### src/common/prs_pkg.sv
// Constants and types shared by the read-command sequencer
package prs_pkg;
    // APB byte offsets
    localparam logic [7:0] CTRL_OFS     = 8'h00;
    localparam logic [7:0] XFER_LEN_OFS = 8'h04;
    localparam logic [7:0] SETUP_OFS    = 8'h08;
    localparam logic [7:0] ERR_OFS      = 8'h0C;
    localparam logic [7:0] STATE_OFS    = 8'h10;
    localparam logic [7:0] INT_STAT_OFS = 8'h14;
    localparam logic [7:0] INT_CLR_OFS  = 8'h18;
    localparam logic [7:0] INT_EN_OFS   = 8'h1C;
    // Control register bits
    localparam int CTRL_START_BIT = 0;
    localparam int CTRL_ABORT_BIT = 1;
    // Interrupt bits
    localparam int INT_DONE_BIT  = 0;
    localparam int INT_ABORT_BIT = 1;
    localparam int INT_W         = 2;
    // Status byte fields
    localparam int BSY_BIT = 7;
    localparam int DRQ_BIT = 3;
    // Transfer sizes
    localparam int LEN_W         = 24;
    localparam int BLK_MAX_BYTES = 8192;
    // Reset values
    localparam logic [31:0] WORD_RST = 32'h0000_0000;
    localparam logic [LEN_W-1:0] LEN_RST = 24'h00_0000;
    localparam logic [INT_W-1:0] INT_RST = 2'h0;
    // Sequencer states
    typedef enum logic [2:0] {
        command_idle_state,
        read_block_prepare_state,
        read_setup_frame_state,
        read_data_send_state,
        read_abort_status_state
    } prs_state_t;
endpackage

### src/prs_pio_read_seq.sv
// Device-side sequencer for PIO read commands, with APB registers
`timescale 1ns/1ns
// What this block does
// - Start or owed blocks enter block preparation
// - Ready block moves to PIO Setup request
// - Abort in preparation goes to error status
// - Setup initial status: BSY zero, DRQ one
// - Every Setup frame carries interrupt bit one
// - Last block: ending status BSY zero
// - More blocks: ending BSY one, DRQ zero
// - Setup frame sent advances to data send
// - Request one Data frame for the block
// - All data sent returns straight to idle
// - Data remaining after an 8KB block: prepare again
// - Error state sends Register frame, interrupt one
// - Register frame sent ends command, idle
module prs_pio_read_seq #(
    parameter int BLK_MAX = prs_pkg::BLK_MAX_BYTES
) (
    input  wire logic                    pclk,
    input  wire logic                    presetn,
    input  wire logic                    psel,
    input  wire logic                    penable,
    input  wire logic                    pwrite,
    input  wire logic [7:0]              paddr,
    input  wire logic [31:0]             pwdata,
    output logic      [31:0]             prdata,
    output logic                         pready,
    output logic                         pslverr,
    input  wire logic                    blk_ready,
    input  wire logic                    blk_error,
    output logic                         blk_prepare,
    output logic                         setup_req,
    output logic      [7:0]              setup_init_status,
    output logic      [7:0]              setup_end_status,
    output logic      [23:0]             setup_regs,
    output logic                         setup_ibit,
    output logic      [prs_pkg::LEN_W-1:0] setup_count,
    input  wire logic                    setup_done,
    output logic                         data_req,
    output logic      [prs_pkg::LEN_W-1:0] data_count,
    input  wire logic                    data_done,
    output logic                         regfis_req,
    output logic      [31:0]             regfis_regs,
    output logic                         regfis_ibit,
    input  wire logic                    regfis_done,
    output logic                         irq
);
    localparam int LW = prs_pkg::LEN_W;

    prs_pkg::prs_state_t state_reg;
    prs_pkg::prs_state_t state_next;
    logic [LW-1:0]       len_reg;
    logic [LW-1:0]       remain_reg;
    logic [LW-1:0]       remain_next;
    logic [LW-1:0]       blk_reg;
    logic [LW-1:0]       blk_next;
    logic                last_reg;
    logic [31:0]         setup_cfg_reg;
    logic [31:0]         err_cfg_reg;
    logic                abort_req_reg;
    logic [prs_pkg::INT_W-1:0] int_stat_reg;
    logic [prs_pkg::INT_W-1:0] int_en_reg;
    logic [prs_pkg::INT_W-1:0] int_set;
    logic [31:0]         prdata_next;

    // APB decode
    wire       apb_wr     = psel & penable & pwrite;
    wire       rd_setup   = psel & ~penable & ~pwrite;
    wire       hit_ctrl   = paddr == prs_pkg::CTRL_OFS;
    wire       hit_len    = paddr == prs_pkg::XFER_LEN_OFS;
    wire       hit_setup  = paddr == prs_pkg::SETUP_OFS;
    wire       hit_err    = paddr == prs_pkg::ERR_OFS;
    wire       hit_state  = paddr == prs_pkg::STATE_OFS;
    wire       hit_istat  = paddr == prs_pkg::INT_STAT_OFS;
    wire       hit_iclr   = paddr == prs_pkg::INT_CLR_OFS;
    wire       hit_ien    = paddr == prs_pkg::INT_EN_OFS;
    wire       hit_any    = hit_ctrl | hit_len | hit_setup | hit_err |
                            hit_state | hit_istat | hit_iclr | hit_ien;
    wire       wr_ctrl    = apb_wr & hit_ctrl;
    wire       is_idle    = state_reg == prs_pkg::command_idle_state;
    wire       start_cmd  = wr_ctrl & pwdata[prs_pkg::CTRL_START_BIT] &
                            is_idle & (len_reg != prs_pkg::LEN_RST);
    wire       abort_wr   = wr_ctrl & pwdata[prs_pkg::CTRL_ABORT_BIT] &
                            ~is_idle;
    wire       in_prep    = state_reg == prs_pkg::read_block_prepare_state;
    wire       abort_now  = in_prep & (blk_error | abort_req_reg);
    wire       blk_go     = in_prep & ~abort_now & blk_ready;
    wire       data_sent  = data_req & data_done;
    wire       cmd_done   = data_sent & last_reg;
    wire       abort_end  = regfis_req & regfis_done;

    // No wait states; unmapped addresses answer with an error
    assign pready  = 1'b1;
    assign pslverr = psel & penable & ~hit_any;

    // Read mux; write-only and unmapped words read as zero
    assign prdata_next =
        hit_ctrl  ? {31'h0000_0000, ~is_idle} :
        hit_len   ? {8'h00, len_reg} :
        hit_setup ? setup_cfg_reg :
        hit_err   ? err_cfg_reg :
        hit_state ? {5'h00, state_reg, remain_reg} :
        hit_istat ? {30'h0000_0000, int_stat_reg} :
        hit_ien   ? {30'h0000_0000, int_en_reg} :
        prs_pkg::WORD_RST;

    // Block size is capped so no Data frame exceeds the limit
    assign blk_next = (remain_reg > LW'(BLK_MAX)) ? LW'(BLK_MAX)
                                                  : remain_reg;

    // Next state of the sequencer
    always_comb
    begin
        state_next  = state_reg;
        remain_next = remain_reg;
        case (state_reg)
            prs_pkg::command_idle_state:
            begin
                if (start_cmd)
                begin
                    state_next  = prs_pkg::read_block_prepare_state;
                    remain_next = len_reg;
                end
            end
            prs_pkg::read_block_prepare_state:
            begin
                if (abort_now)
                    state_next = prs_pkg::read_abort_status_state;
                else if (blk_ready)
                    state_next = prs_pkg::read_setup_frame_state;
            end
            prs_pkg::read_setup_frame_state:
            begin
                if (setup_done)
                    state_next = prs_pkg::read_data_send_state;
            end
            prs_pkg::read_data_send_state:
            begin
                if (data_done)
                begin
                    remain_next = remain_reg - blk_reg;
                    if (last_reg)
                        state_next = prs_pkg::command_idle_state;
                    else
                        state_next = prs_pkg::read_block_prepare_state;
                end
            end
            prs_pkg::read_abort_status_state:
            begin
                if (regfis_done)
                    state_next = prs_pkg::command_idle_state;
            end
            default:
                state_next = prs_pkg::command_idle_state;
        endcase
    end

    // State and byte accounting
    always_ff @(posedge pclk or negedge presetn)
    begin
        if (!presetn)
        begin
            state_reg  <= prs_pkg::command_idle_state;
            remain_reg <= prs_pkg::LEN_RST;
        end
        else
        begin
            state_reg  <= state_next;
            remain_reg <= remain_next;
        end
    end

    // Latch the block size once, so frame contents stay steady
    always_ff @(posedge pclk or negedge presetn)
    begin
        if (!presetn)
        begin
            blk_reg  <= prs_pkg::LEN_RST;
            last_reg <= 1'b0;
        end
        else if (blk_go)
        begin
            blk_reg  <= blk_next;
            last_reg <= blk_next == remain_reg;
        end
    end

    // Setup frame status bytes, captured with the block size
    always_ff @(posedge pclk or negedge presetn)
    begin
        if (!presetn)
        begin
            setup_init_status <= 8'h00;
            setup_end_status  <= 8'h00;
            setup_regs        <= 24'h00_0000;
        end
        else if (blk_go)
        begin
            setup_init_status <= setup_cfg_reg[7:0];
            setup_init_status[prs_pkg::BSY_BIT] <= 1'b0;
            setup_init_status[prs_pkg::DRQ_BIT] <= 1'b1;
            setup_end_status  <= setup_cfg_reg[7:0];
            setup_end_status[prs_pkg::DRQ_BIT]  <= 1'b0;
            // Final block lets the host see the device not busy
            setup_end_status[prs_pkg::BSY_BIT] <=
                blk_next != remain_reg;
            setup_regs <= setup_cfg_reg[31:8];
        end
    end

    // Frame requests follow the state directly
    assign setup_req   = state_reg == prs_pkg::read_setup_frame_state;
    assign data_req    = state_reg == prs_pkg::read_data_send_state;
    assign regfis_req  = state_reg ==
                         prs_pkg::read_abort_status_state;
    assign blk_prepare = in_prep;
    assign setup_ibit  = 1'b1;
    assign regfis_ibit = 1'b1;
    assign setup_count = blk_reg;
    assign data_count  = blk_reg;

    // Error register content is frozen for the whole abort frame
    always_ff @(posedge pclk or negedge presetn)
    begin
        if (!presetn)
            regfis_regs <= prs_pkg::WORD_RST;
        else if (abort_now)
            regfis_regs <= err_cfg_reg;
    end

    // Software registers
    always_ff @(posedge pclk or negedge presetn)
    begin
        if (!presetn)
        begin
            len_reg       <= prs_pkg::LEN_RST;
            setup_cfg_reg <= prs_pkg::WORD_RST;
            err_cfg_reg   <= prs_pkg::WORD_RST;
            int_en_reg    <= prs_pkg::INT_RST;
        end
        else if (apb_wr)
        begin
            if (hit_len)
                len_reg <= pwdata[LW-1:0];
            if (hit_setup)
                setup_cfg_reg <= pwdata;
            if (hit_err)
                err_cfg_reg <= pwdata;
            if (hit_ien)
                int_en_reg <= pwdata[prs_pkg::INT_W-1:0];
        end
    end

    // Software abort waits for the next preparation point
    always_ff @(posedge pclk or negedge presetn)
    begin
        if (!presetn)
            abort_req_reg <= 1'b0;
        else if (abort_wr)
            abort_req_reg <= 1'b1;
        else if (abort_now | is_idle)
            abort_req_reg <= 1'b0;
    end

    // Sticky events; a set in the clearing cycle wins
    assign int_set[prs_pkg::INT_DONE_BIT]  = cmd_done;
    assign int_set[prs_pkg::INT_ABORT_BIT] = abort_end;
    always_ff @(posedge pclk or negedge presetn)
    begin
        if (!presetn)
            int_stat_reg <= prs_pkg::INT_RST;
        else if (apb_wr & hit_iclr)
            int_stat_reg <= (int_stat_reg &
                             ~pwdata[prs_pkg::INT_W-1:0]) | int_set;
        else
            int_stat_reg <= int_stat_reg | int_set;
    end
    assign irq = |(int_stat_reg & int_en_reg);

    // Read data captured in the setup cycle, so it stands at the ready edge
    always_ff @(posedge pclk or negedge presetn)
    begin
        if (!presetn)
            prdata <= prs_pkg::WORD_RST;
        else if (rd_setup)
            prdata <= prdata_next;
    end
endmodule // prs_pio_read_seq

### config.mk
export PLATFORM = sky130hd
export DESIGN_NAME = prs_pio_read_seq
export DESIGN_NICKNAME = d
export VERILOG_FILES = /design/src/common/prs_pkg.sv /design/src/prs_pio_read_seq.sv
export SDC_FILE = /design/constraint.sdc
export NUM_CORES = 1
export LEC_CHECK = 0
export ABC_AREA = 1
export BUFFER_PORTS_ARGS = -buffer_cell sky130_fd_sc_hd__buf_2
export CAP_MARGIN = 5
export CORE_ASPECT_RATIO = 0.9
export CORE_UTILIZATION = 50
export DETAILED_ROUTE_END_ITERATION = 8
export PLACE_DENSITY = 0.78
export SLEW_MARGIN = 5
export SYNTH_ARGS = -nofsm -noshare
export SYNTH_HDL_FRONTEND = slang
export SYNTH_SLANG_ARGS = --single-unit
### constraint.sdc
create_clock -name pclk -period 2.1 [get_ports pclk]
set_input_delay 0.105 -clock pclk [delete_from_list [all_inputs] [get_ports pclk]]
set_output_delay 0.105 -clock pclk [all_outputs]
set_load 0.01 [all_outputs]
After elaboration in Yosys (flattened, before gate mapping)
Cells that the tools add are included.
{ "totals": {"reg_bits": 247, "in_bits": 50, "word_cells": 106, "output_inout_bits": 161} }
{ "op_classes": {"magnitude_cmp": 1, "n_reduce_logical": 12, "add_sub_neg": 1, "n_eq_ne": 18, "mux": 22, "n_bitwise": 37} }
{ "ops": {"columns": ["op", "count"], "rows": [
  ["2-to-1 mux 32 bit", 4],
  ["2-to-1 mux 24 bit", 3],
  ["one-hot mux 24 bit (2 select lines)", 1],
  ["equality test 8 x 5 -> 1 bit (second input constant)", 4],
  ["2-to-1 mux 27 bit", 1],
  ["equality test 24 bit", 1],
  ["> comparator 24 x 14 -> 1 bit (second input constant)", 1],
  ["inequality test 24 bit", 1],
  ["nonzero test 24 bit", 1],
  ["subtractor 24 bit", 1],
  ["AND 1 bit", 18],
  ["2-to-1 mux 3 bit", 6],
  ["equality test 8 x 4 -> 1 bit (second input constant)", 2],
  ["one-hot mux 3 bit (5 select lines)", 1],
  ["bitwise OR 1 bit", 9],
  ["equality test 8 x 3 -> 1 bit (second input constant)", 1],
  ["zero test 8 bit", 1],
  ["inequality test 2 x 1 -> 1 bit (second input constant)", 4],
  ["AND reduction 2 bit", 4],
  ["equality test 3 x 2 -> 1 bit (second input constant)", 2],
  ["2-to-1 mux 2 bit", 3],
  ["NOT 1 bit", 5],
  ["AND reduction 5 bit", 1],
  ["AND 2 bit", 2],
  ["other kinds (10)", 14]
]} }

Longest topological paths before layout
{ "depth": {"ltp_word": 10, "depth_mapped": 14} }

Worst setup path after synthesis
OpenSTA, ideal clock, no wires.
{ "synth_path": {"kind": "flip-flop to flip-flop", "startpoint": "reg remain_reg[0]", "endpoint": "reg remain_reg[12]", "path_stages_with_launch": 15, "t_arrival_ps": 1705, "required_time_ps": 1983, "setup_time_ps": 117, "path_slack_ps": 278, "n_path_buf": 0, "cell_sequence": "dfrtp_1 > inv_1 > ha_1 > inv_1 > fa_1 > nand2_1 > nand2_1 > nand2_1 > o21ai_2 > nand2_1 > nand2_1 > nand2_1 > nand3_1 > nand3_1 > nand2_1"} }
{ "synth_between": {"elab_chain_cells": 3} }
{ "synth_rtl": {"columns": ["element", "line", "rtl"], "rows": [
  ["start, declared", "prs_pio_read_seq.sv:54", "logic [LW-1:0] remain_reg;"],
  ["start signal, assigned", "prs_pio_read_seq.sv:165", "remain_reg <= prs_pkg::LEN_RST;"],
  ["start signal, assigned", "prs_pio_read_seq.sv:170", "remain_reg <= remain_next;"],
  ["subtractor 24 bit", "prs_pio_read_seq.sv:142", "remain_next = remain_reg - blk_reg;"],
  ["2-to-1 mux 24 bit", "prs_pio_read_seq.sv:140", "if (data_done)"],
  ["one-hot mux 24 bit (2 select lines)", "prs_pio_read_seq.sv:117", "case (state_reg)"]
]} }
Every way passes these cells. The select of a mux whose other input is x is not followed.
A chain may end at the register's enable or synchronous reset.

Worst setup path in the final report
{ "layout_path": {"startpoint": "reg blk_reg[7], in the netlist data_count[7]", "endpoint": "reg remain_reg[21]"} }
{ "layout_between": {"elab_chain_cells": 3} }
{ "layout_rtl": {"columns": ["element", "line", "rtl"], "rows": [
  ["start, declared", "prs_pio_read_seq.sv:56", "logic [LW-1:0] blk_reg;"],
  ["start signal, assigned", "prs_pio_read_seq.sv:179", "blk_reg <= prs_pkg::LEN_RST;"],
  ["start signal, assigned", "prs_pio_read_seq.sv:184", "blk_reg <= blk_next;"],
  ["subtractor 24 bit", "prs_pio_read_seq.sv:142", null],
  ["2-to-1 mux 24 bit", "prs_pio_read_seq.sv:140", null],
  ["one-hot mux 24 bit (2 select lines)", "prs_pio_read_seq.sv:117", null]
]} }
Every way passes these cells. The select of a mux whose other input is x is not followed.

==> out/results.tsv <==
metric	value	unit
design_power_total	19.1	mW
ir_drop	0.693	mV
num_rows	54	
critPathMaxFanout	5	
clk_pin_slew	0.06	ns
grt_max_degree	67	
io_buffers	205	
period_share	95.5	%
cts.htree.levels	1	
skew	0.0210	ns
worst_setup_path_start_kind	register	
synthCells	1680	
hold_path_class	input pin to register	
hold_viol	0	
critPathSlowestCell	dfrtp_1	
p_int	11.1	mW
gp_congestion	0.951	
worstPathArrival	2.42	ns
powerDensity	1230	nW/um^2
tightest_slew	0.879	ns
ys.warnings.count	0	
p_comb_share	46.0	%
crit_family	simple AND/OR/NAND/NOR gates	
rr_startpoint	data_count[7]	
swShare	41.6	%
fin_nets	2000	
area_growth	22.8	%
end_kind	register	
cts_tree	done	
relSlewSlack	41.3	%
clock.fmax	499	MHz
maxCapViolCount	0	
wl	39400	um
clockBufferDepth	3	
die_h	153	um
first_pass_iters	6	
outcome	finished, final reports clean	
cp-startpoint	data_count[7]	
wl_per_cell	17.3	um
dp_hpwl	28900	um
dp_slack	-0.0386	ns
max_stage_delay	0.40	ns
drt_iter0_markers	1073	
setup_slack	0.0955	ns
synth_area	12600	um^2
postLayoutCoreUtil	63.3	%
seq_power_share	28.5	%
ys_async_sr_fraction	100	%
clkPwrFrac	25.5	%
p_switching	7.93	mW
maxSlewViolCount	0	
grt.overflow.total	0	
p_leak	8.54	nW
track_usage	30.7	%
critPathMostFrequentCell	nand2_1	
clock_latency	0.54	ns
cts-root-buf	clkbuf_16	
grt_pass1_vias	11500	
min_period	2.00	ns
finalSetupViolations	0	
ys_types	39	
diodes	0	
antenna_found_initial	2	
cp.required	2.51	ns
drcViolationCount	0	
synth_area_per_cell	7.53	um^2
top_level_ports	211	
criticalPathCategory	register to register	
synth_ff_type	dfrtp_1	
vias	11900	
drive_gt1_share	20.1	%
avgViaCountPerCell	5.21	
hold_path_startpoint	blk_error	
fill_cells	2143	
fp.dieW	170	um
cts_buffers	26	
initial_core_util	51.6	%
ys_ff_latch	241	
ant_nets	0	
cts.sink_count	241	
critPathBufInv	2	
core-area	24500	um^2
seq_area_frac_synth	47.7	%
synth_edf_count	0	
grt_pass1_wl	62200	um
cp_cell_sequence	inv_1 -> ha_1 -> nand2_1 -> nor2_1 -> buf_4 -> nand2_1 -> nor2_1 -> nand2_1 -> nand4_1 -> nand3_1 -> nand2_1 -> nand2_1	
fp.dieArea	25900	um^2
layout make-up:
type / instances / area (um^2) / share of cell area [%]
inverter: 253 / 950 / 6.11
sequential: 241 / 6030 / 38.8
tap: 336 / 420 / 2.71
timing repair buffer: 312 / 1990 / 12.8
clock inverter: 9 / 134 / 0.862
clock buffer: 38 / 767 / 4.94
multi-input combinational: 1092 / 5240 / 33.7
metal layers:
metal / global-route usage [%] / wire [um]
met1: 41.3 / 16300
met2: 49.5 / 18300
met3: 6.11 / 3360
met4: 10.5 / 1410
met5: 0 / 30
cells in the final DEF, fill, tap and decap left out, types with 4 or more instances in the layout:
cell type | netlist | layout
nor2_1 | 57 | 53
nor2_2 | 4 | 7
nand2_1 | 583 | 574
inv_2 | 9 | 12
nand3_1 | 81 | 77
ha_4 | 0 | 4
nor3_1 | 4 | 4
nor2_4 | 4 | 5
ha_1 | 23 | 17
dlygate4sd3_1 | 0 | 35
nand4_1 | 18 | 18
clkbuf_8 | 0 | 5
or2_2 | 6 | 6
o22ai_1 | 17 | 17
conb_1 | 2 | 5
buf_2 | 24 | 204
inv_1 | 244 | 241
buf_4 | 41 | 67
a21oi_1 | 57 | 55
o21bai_1 | 13 | 13
o21ai_1 | 23 | 23
dfrtp_1 | 241 | 241
nand3_2 | 2 | 5
o21ai_0 | 161 | 161
buf_12 | 0 | 5
clkbuf_1 | 26 | 6
clkbuf_16 | 0 | 27
nand2_2 | 7 | 14
a21oi_2 | 3 | 5
repair_timing:
item                                    CTS  global route
cloned                                    0             0
pin swaps                                 0             4
hold buffers                             35             0
endpoints found under the setup margin    9            17
endpoints found under the hold margin   170             0
gates resized for setup                   6            28
buffers inserted                          0             7
kinds of logic after synthesis:
family	after synthesis	synth area share [%]
AO/OA/AOI/OAI	281	11.8
buffers and inverters	350	12.1
other	2	0.0594
flip-flops	241	47.7
adder cells (fa/ha/maj)	24	2.43
AND/OR/NAND/NOR	779	25.7
XOR/XNOR	3	0.208
worst paths after layout:
check                      slack, ns                    to  depth (start not counted)
setup / recovery                 0.1        remain_reg[21]                         12
hold / removal                  0.03          state_reg[1]                          6
max in group asynchronous       1.21     setup_cfg_reg[24]                          3
setup reg to reg                 0.1        remain_reg[21]                         12
min in group asynchronous       0.12        remain_reg[11]                          2
hold reg to reg                 0.46  setup_init_status[3]                          1
cell usage after synthesis (2+ instances only):
| library cell | instances | area, um^2 |
|---|---|---|
| nor2_4 | 4 | 45.0 |
| xor2_1 | 2 | 17.5 |
| nand2_2 | 7 | 43.8 |
| o21bai_1 | 13 | 97.6 |
| o21ai_1 | 23 | 115 |
| nor3_2 | 2 | 20.0 |
| buf_4 | 41 | 308 |
| dfrtp_1 | 241 | 6030 |
| nand2_1 | 583 | 2190 |
| conb_1 | 2 | 7.51 |
| a21o_1 | 3 | 22.5 |
| or2_2 | 6 | 37.5 |
| o211ai_1 | 3 | 22.5 |
| nand3_2 | 2 | 20.0 |
| inv_2 | 9 | 33.8 |
| nor3_1 | 4 | 20.0 |
| buf_6 | 5 | 56.3 |
| buf_2 | 24 | 120 |
| o21ai_0 | 161 | 806 |
| nand3b_1 | 2 | 15.0 |
| inv_1 | 244 | 916 |
| nor2_2 | 4 | 25.0 |
| nor4_1 | 3 | 18.8 |
| a21oi_1 | 57 | 285 |
| o22ai_1 | 17 | 106 |
| nor3_4 | 3 | 48.8 |
| clkbuf_1 | 26 | 97.6 |
| a21oi_2 | 3 | 26.3 |
| nand4_1 | 18 | 113 |
| nor2_1 | 57 | 214 |
| nand3_1 | 81 | 405 |
| ha_1 | 23 | 288 |
power groups by stage:
stage / registers (mW) / clock network, mW / logic [mW]
2_1_floorplan: 5.51 / 0 / 5.22
3_3_place_gp: 5.48 / 0 / 7.92
3_5_place_dp: 5.49 / 0 / 7.99
4_1_cts: 5.41 / 4.89 / 8.17
5_1_grt: 5.48 / 5.08 / 9.82
6_report: 5.43 / 4.86 / 8.76
worst reg2reg max path, delay by kind of cell, from the launching register on:
family	cells	cell delay, ns
adder cells (fa/ha/maj)	1	0.35
buffers and inverters	2	0.22
flip-flops	1	0.40
AND/OR/NAND/NOR	9	0.92
metrics by stage:
stage	setup TNS, ns	area, um^2	cells	hold slack, ns
final	0	15500	2281	0.0264
after global routing	-0.00917	15500	2281	0.0429
after CTS	0	15400	2274	0.00138
after detailed placement	-0.0702	14100	2192	0.102
after global placement	-0.00494	14100	2192	0.0929
after floorplan	0	12700	1683	-0.191
(Power assumes the default switching activity.)
